`src/logic/icra_defs.vh`:
```
// icra_defs.vh: offsets, field positions, reset values and codes of the
// indexed configuration register front end.
// assumes: included by bare name from design files under logic/.
`ifndef ICRA_DEFS_VH
`define ICRA_DEFS_VH

`define ICRA_INDEX_PORT 16'h0022
`define ICRA_DATA_PORT 16'h0023

`define ICRA_OFS_UNLOCK 8'h02
`define ICRA_OFS_STEPPING 8'h08
`define ICRA_OFS_MODE 8'h40

`define ICRA_UNLOCK_CODE 8'h0F
`define ICRA_UNLOCK_RST 8'h00
`define ICRA_MODE_RST 8'h20
`define ICRA_MODE_WMASK 8'h7F

`define ICRA_MODE_MUXEN_BIT 6
`define ICRA_MODE_CPG_BIT 5
`define ICRA_MODE_ECS_BIT 4
`define ICRA_MODE_SERR_BIT 3
`define ICRA_MODE_MAP_HI 2
`define ICRA_MODE_MAP_LO 0

`define ICRA_RESERVED_READ 8'h00

`endif

```
`src/logic/icra_strap_capture.v`:
```
// icra_strap_capture.v: catches the init/test role strap at reset release.
// assumes: strap pin is synchronous to core_clk; asynchronous active-low reset.
`timescale 1ns/1ps
`default_nettype none
module icra_strap_capture (
  input wire core_clk,
  input wire rstn,
  input wire strap_in,
  output reg strap_taken_reg,
  output reg strap_value_reg
);
  // first clocked edge after release latches the level, then holds
  always @(posedge core_clk or negedge rstn) begin
    if (!rstn) begin
      strap_taken_reg <= 1'b0;
      strap_value_reg <= 1'b1;
    end else if (!strap_taken_reg) begin
      strap_taken_reg <= 1'b1;
      strap_value_reg <= strap_in;
    end
  end
endmodule // icra_strap_capture
`default_nettype wire

```
`src/logic/icra_config_front.v`:
```
// icra_config_front.v: index/data port configuration front end, unlock
// register, stepping register, mode select register and test tri-state.
// assumes: host i/o cycles are single-cycle strobes synchronous to core_clk.
//
// Operation
// - without power management, the combined pin is only test; low turns off the select and page address enables.
// - with power management, chip-select zero level at reset picks init or test role.
// - test role active and pin low turns off the select and page address enables and holds nmi and mux enable low.
// - reset loads every register with its default value.
// - read-only writes change nothing; reserved bits read-only; reads have no side effect.
// - index port decoded at 0022h, data port at 0023h.
// - data port accesses go to the register chosen by the index.
// - reserved locations complete the cycle, read zero, ignore writes.
// - unlock register at 02h must get 0Fh before other registers respond.
// - after reset only the unlock register responds until unlocked again.
// - stepping register returns a fixed value; writes are ignored.
// - mode register at 40h resets 20h; bit 6 enables the muxed pin function.
// - mode bit 5 enables page address on upper address lines for config ram.
// - strap captured at end of reset; pin then returns to chip-select duty.
// - mode bit 4 picks individual active-low selects or encoded select.
// - mode bit 3 gates nmi from pci system error pulses.
// - mode bits 2:0 pick the slot and x-bus pin sharing with pci interrupts.
`timescale 1ns/1ps
`default_nettype none
`include "icra_defs.vh"
module icra_config_front #(
  parameter POWER_MANAGED = 1,
  parameter [7:0] STEPPING_VALUE = 8'h00 // arbitrary stepping value
) (
  input wire core_clk,
  input wire rstn,
  input wire [15:0] io_addr,
  input wire io_wr,
  input wire io_rd,
  input wire [7:0] io_wdata,
  output reg [7:0] io_rdata,
  output reg io_ack,
  input wire init_test_pin,
  input wire strap_chip_select_zero,
  input wire [2:0] cs_hit,
  input wire cfg_ram_access,
  input wire [4:0] cfg_ram_page,
  input wire serr_pulse,
  input wire nmi_global_en,
  output reg [2:0] general_chip_selects,
  output reg [2:0] general_chip_selects_oe,
  output reg [4:0] cfg_ram_page_addr,
  output reg cfg_ram_page_addr_oe,
  output reg serr_nmi,
  output reg pci_mux_enable,
  output reg [2:0] pci_mux_map,
  output reg cs_encoded_mode,
  output reg init_request,
  output reg outputs_floated
);

  ////////////////////////////////////////////////////////////////////////
  // strap capture
  // sampled once after reset; the pin then returns to select duty
  wire strap_taken;
  wire strap_value;

  icra_strap_capture u_strap (
    .core_clk(core_clk),
    .rstn(rstn),
    .strap_in(strap_chip_select_zero),
    .strap_taken_reg(strap_taken),
    .strap_value_reg(strap_value)
  );

  wire test_role = (POWER_MANAGED == 0) ? 1'b1 : strap_value;
  wire float_now = strap_taken && test_role && !init_test_pin;
  wire init_now = strap_taken && !test_role && !init_test_pin;

  ////////////////////////////////////////////////////////////////////////
  // register state
  reg [7:0] index_reg;
  reg [7:0] unlock_reg;
  reg [7:0] mode_reg;

  wire index_sel = (io_addr == `ICRA_INDEX_PORT);
  wire data_sel = (io_addr == `ICRA_DATA_PORT);
  // unlock compares the whole byte, so any other value relocks
  wire unlocked = (unlock_reg == `ICRA_UNLOCK_CODE);
  wire hit_unlock = (index_reg == `ICRA_OFS_UNLOCK);
  wire hit_mode = unlocked && (index_reg == `ICRA_OFS_MODE);
  wire hit_step = unlocked && (index_reg == `ICRA_OFS_STEPPING);
  wire index_wr = io_wr && index_sel;
  wire data_wr = io_wr && data_sel;
  wire any_strobe = io_wr || io_rd;
  wire any_access = any_strobe && (index_sel || data_sel);

  always @(posedge core_clk or negedge rstn) begin
    if (!rstn) begin
      index_reg <= 8'h00;
      unlock_reg <= `ICRA_UNLOCK_RST;
      mode_reg <= `ICRA_MODE_RST;
    end else begin
      if (index_wr) begin
        index_reg <= io_wdata;
      end
      if (data_wr && hit_unlock) begin
        unlock_reg <= io_wdata;
      end
      if (data_wr && hit_mode) begin
        mode_reg <= io_wdata & `ICRA_MODE_WMASK;
      end
      // stepping and reserved locations take no write
    end
  end

  ////////////////////////////////////////////////////////////////////////
  // read data and cycle completion
  reg [7:0] rdata_next;

  always @* begin
    // reserved data reads, and locked reads other than the unlock register, fall through to zero
    rdata_next = `ICRA_RESERVED_READ;
    if (index_sel) begin
      // index port reads back the held offset
      rdata_next = index_reg;
    end else if (data_sel) begin
      if (hit_unlock) begin
        rdata_next = unlock_reg;
      end else if (hit_mode) begin
        rdata_next = mode_reg;
      end else if (hit_step) begin
        rdata_next = STEPPING_VALUE;
      end
    end
  end

  always @(posedge core_clk or negedge rstn) begin
    if (!rstn) begin
      io_rdata <= 8'h00;
      io_ack <= 1'b0;
    end else begin
      // every decoded cycle completes, even when locked or reserved
      io_ack <= any_access;
      if (io_rd) begin
        io_rdata <= rdata_next;
      end
    end
  end

  ////////////////////////////////////////////////////////////////////////
  // mode-steered outputs
  reg [2:0] cs_next;

  always @* begin
    if (mode_reg[`ICRA_MODE_ECS_BIT]) begin
      // encoded: highest hit wins, zero means no select
      cs_next = 3'h0;
      if (cs_hit[0]) begin
        cs_next = 3'h1;
      end
      if (cs_hit[1]) begin
        cs_next = 3'h2;
      end
      if (cs_hit[2]) begin
        cs_next = 3'h3;
      end
    end else begin
      cs_next = ~cs_hit;
    end
  end

  ////////////////////////////////////////////////////////////////////////
  // next enables and events; test float parks the select, page, nmi and mux enables off
  reg [2:0] cs_oe_next;
  reg page_oe_next;
  reg nmi_next;
  reg mux_next;
  reg init_next;
  reg float_next;

  always @* begin
    cs_oe_next = {3{strap_taken}};
    page_oe_next = cfg_ram_access && mode_reg[`ICRA_MODE_CPG_BIT];
    nmi_next = serr_pulse && nmi_global_en && mode_reg[`ICRA_MODE_SERR_BIT];
    mux_next = mode_reg[`ICRA_MODE_MUXEN_BIT];
    init_next = init_now;
    float_next = float_now;
    if (float_now) begin
      cs_oe_next = 3'h0;
      page_oe_next = 1'b0;
      nmi_next = 1'b0;
      mux_next = 1'b0;
    end
  end

  ////////////////////////////////////////////////////////////////////////
  // registered outputs
  always @(posedge core_clk or negedge rstn) begin
    if (!rstn) begin
      general_chip_selects <= 3'h7;
      general_chip_selects_oe <= 3'h0;
      cfg_ram_page_addr <= 5'h00;
      cfg_ram_page_addr_oe <= 1'b0;
      serr_nmi <= 1'b0;
      pci_mux_enable <= 1'b0;
      pci_mux_map <= 3'h0;
      cs_encoded_mode <= 1'b0;
      init_request <= 1'b0;
      outputs_floated <= 1'b0;
    end else begin
      general_chip_selects <= cs_next;
      general_chip_selects_oe <= cs_oe_next;
      cfg_ram_page_addr <= cfg_ram_page;
      cfg_ram_page_addr_oe <= page_oe_next;
      serr_nmi <= nmi_next;
      pci_mux_enable <= mux_next;
      pci_mux_map <= mode_reg[`ICRA_MODE_MAP_HI:`ICRA_MODE_MAP_LO];
      cs_encoded_mode <= mode_reg[`ICRA_MODE_ECS_BIT];
      init_request <= init_next;
      outputs_floated <= float_next;
    end
  end

endmodule // icra_config_front
`default_nettype wire

```
`config.mk`:
```
export PLATFORM = sky130hd
export DESIGN_NAME = icra_config_front
export DESIGN_NICKNAME = d
export VERILOG_FILES = /design/src/logic/icra_strap_capture.v /design/src/logic/icra_config_front.v
export VERILOG_INCLUDE_DIRS = /design/src /design/src/logic
export SDC_FILE = /design/constraint.sdc
export NUM_CORES = 1
export LEC_CHECK = 0
export BUFFER_PORTS_ARGS = -buffer_cell sky130_fd_sc_hd__clkbuf_2
export CELL_PAD_IN_SITES_DETAIL_PLACEMENT = 0
export CELL_PAD_IN_SITES_GLOBAL_PLACEMENT = 1
export CORE_ASPECT_RATIO = 0.8
export CORE_UTILIZATION = 39
export CTS_BUF_LIST = sky130_fd_sc_hd__clkbuf_16
export CTS_CLUSTER_DIAMETER = 120
export DETAILED_ROUTE_END_ITERATION = 8
export PLACE_DENSITY_LB_ADDON = 0.2
export SLEW_MARGIN = 40
export SYNTH_ARGS = -nofsm -noshare
export SYNTH_HDL_FRONTEND = slang
export SYNTH_SLANG_ARGS = --single-unit
```
`constraint.sdc`:
```
create_clock -name core_clk -period 2.3 [get_ports core_clk]
set_input_delay 0.23 -clock core_clk [delete_from_list [all_inputs] [get_ports core_clk]]
set_output_delay 0.23 -clock core_clk [all_outputs]
set_load 0.02 [all_outputs]
```
Yosys cells after proc, flatten, opt, wreduce, memory -nomap -nowiden
Cells that the tools add are included.
{ "word_totals": {"ff_bits": 54, "inputBits": 41, "output_inout_bits": 29, "elab_cells": 52} }
{ "op_classes": {"eq_ne": 5, "mux": 12, "bitwise_logic": 1, "reduce_logical": 17} }
{ "ops": {"columns": ["operator", "count"], "rows": [
  ["$eq A16 B6 Y1 const B", 2],
  ["$mux W8", 3],
  ["$logic_and A1 B1 Y1", 13],
  ["$mux W3", 4],
  ["$eq A8 B2 Y1 const B", 1],
  ["$eq A8 B4 Y1 const B", 1],
  ["$eq A8 B7 Y1 const B", 1],
  ["$mux W7", 1],
  ["$mux W1", 4],
  ["$not A3 Y3", 1],
  ["$logic_not A1 Y1", 2],
  ["$logic_or A1 B1 Y1", 2]
]} }

Logic depth before layout (Yosys ltp)
{ "depth": {"word_depth": 6, "ltp_mapped": 5, "ltp_nobuf": 4} }

Modules after synthesis
A second synthesis with hierarchy kept.
{ "unflattened": {"hier_cells": 161, "area_unflattened_um2": 2142.1} }
{ "by_module_without_submodules": {"columns": ["module", "instances", "cells_each", "area_per_inst_um2"], "rows": [
  ["icra_config_front", 1, 157, 2072.0],
  ["icra_strap_capture", 1, 4, 70.1]
]} }

Worst setup path before layout
Ideal clock, no wire load.
{ "synth_path": {"path_kind": "reg2reg", "start": "register index_reg[2]", "end": "register unlock_reg[0]", "setup_time_ns": 0.125, "arrival_time_ns": 1.594, "setup_slack_ns": 0.581, "path_stages_with_launch": 5, "path_buffers": 0, "period_less_slack_ns": 1.719, "cell_sequence": "dfrtp_1 -> nor4b_2 -> nand3_2 -> nor3_4 -> mux2_2"} }
{ "synth_between": {"elab_chain_cells": 2} }
{ "synth_rtl": {"columns": ["element", "line_no", "rtl"], "rows": [
  ["start: declaration", "icra_config_front.v:77", "reg [7:0] index_reg;"],
  ["start signal: assignment", "icra_config_front.v:100", "index_reg <= io_wdata;"],
  ["$eq A8 B2 Y1 (no line)", null, null],
  ["$logic_and A1 B1 Y1", "icra_config_front.v:102", "if (data_wr && hit_unlock) begin"],
  ["end signal: assignment", "icra_config_front.v:96", "unlock_reg <= `ICRA_UNLOCK_RST;"],
  ["end signal: assignment", "icra_config_front.v:103", "unlock_reg <= io_wdata;"],
  ["end: declaration", "icra_config_front.v:78", "reg [7:0] unlock_reg;"]
]} }
No other way between the ends.
A chain may end at the register's enable or synchronous reset.

Worst setup path in the final report
{ "layout_path": {"start": "register index_reg[2]", "end": "register unlock_reg[7]"} }
Same word-level chain as after synthesis.

==> metrics.csv <==
stage,metric,value,unit
outcome,status,finished clean,
power,Comb power frac,6.2,%
floorplan,Die X,85.25,µm
sta,setup violators final,0,
clock_tree,clk buf depth,2,
setup_path,Worst path max stage delay,480,ps
sta,Final Critical Period,1975,ps
sta,worst slew pin tran,642.4,ps
min_path,Hold Crit Class,input port to asynchronous set/reset pin,
floorplan,overall die area,5847,µm²
layout,filler instances,462,
synth,Syn Area/Cell,13.60,µm²
place,HPWL Detailed,3.492,mm
power,internal power,1.482,mW
drt,via count,1586,
clock_tree,TritonCTS Buffers,5,
setup_path,CP endpoint kind,register,
synth,sequential share of the synthesized area,60.47,%
floorplan,num rows,23,
power,Net Switching,386.0,µW
synth,Synth Instances,159,
place,GP Congestion,0.7513,
layout,"Area growth, synth to finish",26.79,%
floorplan,area of the core,5180,µm²
clock_tree,post-CTS sizing,0,
synth,Mapped Nets,200,
setup_path,CP Launch Type,register,
global_routing,overall global routing resource usage,17.86,%
place,# placed instances,289,
layout,Final Instance Count excl. Fillers,297,
layout,number of diodes,0,
setup_path,Critical Path AT,2140,ps
sta,final hold vios,0,
synth,synth warn,0,
clock_tree,CTS clock-pin slew for the worst setup and hold paths,60,ps
clock_tree,htree depth,2,
drt,DR DRC count,0,
global_routing,grt ovf,0,
sta,max-slew violation count,0,
synth,dominant cell type by area after synthesis,dfrtp_1,
job,Max Cap Violations,0,
drt,drt first pass iters,4,
power,clock share of power,43.7,%
sta,Slew HR,57.17,%
setup_path,Critical path origin,index_reg[2],
setup_path,CP max FO,8,
floorplan,Starting Density,41.74,%
global_routing,largest net degree at the start of global routing,53,
synth,"EDFF count, synth",0,
layout,nets@finish,275,
place,port bufs,69,
setup_path,critical path's slowest cell,nor3_4,
setup_path,"Cell Chain, Critical Path",nor4b_2 > nand3_2 > nor3_4 > mux2_2,
synth,Cell variety after synth,40,
power,Power Total,1.868,mW
drt,First DRT Iteration DRCs,63,
synth,"flops & latches, synth",52,
sta,setup TNS,0,ps
synth,synth top area cells,"dfrtp_1 54%, mux2_2 12%, dfstp_2 6.1%",
sta,unrepaired setup endpoints after global routing,false,
sta,Hold Slack,45.96,ps
floorplan,Vert. Die Dim,68.60,µm
drt,vias per cell,5.340,
sta,Worst Skew,4.532,ps
power,Sequential Power Share,50.1,%
power,Pleak,1.412,nW
sta,maximum clock frequency,0.5063,GHz
power,switch share,20.67,%
drt,Post-Route WL,4.737,mm
clock_tree,CTS tree,yes,
power,Pwr Density,681.2,nW/µm²
power,peak supply drop,0.6168,mV
setup_path,WS Path Type,register to register,
synth,Synth Cell Area,2162,µm²
setup_path,Crit Reg-Reg Startpoint,index_reg[2],
layout,fraction of layout cells with a size suffix above 1,49.36,%
sta,period utilisation layout,85.88,%
layout,fin util,52.92,%
synth,Post-synth top flop,dfrtp_1,
clock_tree,Hold Buf Count CTS,0,
clock_tree,number of setup buffers added after CTS,0,
setup_path,Required @ worst endpoint,2470,ps
global_routing,initial antenna violation count,0,
clock_tree,worst-skew pair later-pin latency,280,ps
global_routing,first-pass GRT wire length,7.741,mm
global_routing,vias in the first global route,1578,
synth,Synth top area share,54.40,%
synth,asr flop ratio synth,100.0,%
floorplan,I/O pin cnt,70,
drt,post-DR wirelength/cell,15.95,µm
drt,Routed Antenna Nets,0,
clock_tree,CTS Sinks,52,
clock_tree,Root Buffer,clkbuf_16,
==> path summary, 6_finish.rpt <==
| check | endpoint | slack, ps | cells past startpoint |
|---|---|---|---|
| worst min-delay path | serr_nmi | 50 | 2 |
| worst max-delay path | unlock_reg[7] | 320 | 4 |
| max in group asynchronous | unlock_reg[7] | 1820 | 2 |
| worst max register to register | unlock_reg[7] | 320 | 4 |
| min in group core_clk | cfg_ram_page_addr[4] | 50 | 1 |
| worst min register to register | pci_mux_map[2] | 410 | 0 |
==> metal layers <==
layer / GRT usage, % / share of wire, % / up-vias
li1: - / - / 754
met1: 24.90 / 49 / 790
met2: 28.02 / 46 / 36
met3: 3.690 / 3.3 / 6
met4: 6.356 / 1.3 / 0
met5: 0 / 0 / -
==> critical path, delay by kind of cell, from the launching register on <==
kind,cells,cell delay [ps]
AND/OR/NAND/NOR,3,1050
multiplexers,1,390
flip-flops,1,420
==> cells in the final DEF, fill, tap and decap left out, drive strengths merged, types with 2 or more instances in the layout <==
cell     count
nand2        5
a41oi        3
nand4        6
buf          4
mux2i        2
nand3        5
nor2b        5
dfstp        5
nor2         6
clkbuf      74
a221o        4
and2         2
a22oi        3
nor3         5
dfrtp       47
clkinv       2
o21ai        3
nor3b        2
nor4         3
nor4b        2
and3         5
inv          4
a2111oi      4
mux2        24
==> cells in the mapped netlist (2+ instances only) <==
| cell type | instances |
|---|---|
| and3_1 | 4 |
| o21ai_0 | 3 |
| nor2b_1 | 5 |
| nand3_1 | 4 |
| nand2_1 | 5 |
| and2_1 | 2 |
| nor3b_1 | 2 |
| a22oi_1 | 3 |
| a2111oi_0 | 4 |
| inv_1 | 3 |
| nor2_1 | 6 |
| mux2_2 | 24 |
| nor4_1 | 2 |
| a41oi_1 | 3 |
| a221o_1 | 4 |
| mux2i_1 | 2 |
| nand4_1 | 5 |
| dfstp_2 | 5 |
| buf_4 | 3 |
| nor3_1 | 4 |
| dfrtp_1 | 47 |
==> power by group through the flow <==
stage / sequential (mW) / clock, mW / combinational, mW
after detailed placement: 0.953 / 0 / 0.117
after floorplan: 0.966 / 0 / 0.0272
after CTS: 0.936 / 0.839 / 0.118
after global placement: 0.952 / 0 / 0.116
final: 0.936 / 0.817 / 0.115
after global routing: 0.937 / 0.875 / 0.128
==> metrics by stage <==
step,instance area (µm²),setup WS (ps)
3_3_place_gp,2577,226.2
6_report,2741,324.8
5_1_grt,2741,187.2
3_5_place_dp,2577,281.0
2_1_floorplan,2162,581.1
4_1_cts,2741,331.9
==> logic make-up after synthesis <==
logic type | after synthesis | share of synthesized area [%]
AO/OA/AOI/OAI | 19 | 7.060
buffers and inverters | 9 | 2.430
AND/OR/NAND/NOR | 52 | 16.44
multiplexers | 26 | 13.43
other | 1 | 0.1734
flip-flops | 52 | 60.47
==> final cells by class <==
class                           instances  area [µm²]  area share, %
Sequential cell                        52        1308          47.69
Multi-Input combinational cell         98       802.0          29.26
Timing Repair Buffer                   73       375.4          13.69
Clock buffer                            5       125.1          4.564
Tap cell                               62       77.57          2.830
Clock inverter                          3       38.79          1.415
Inverter                                4       15.01         0.5477
(Power assumes the default switching activity.)
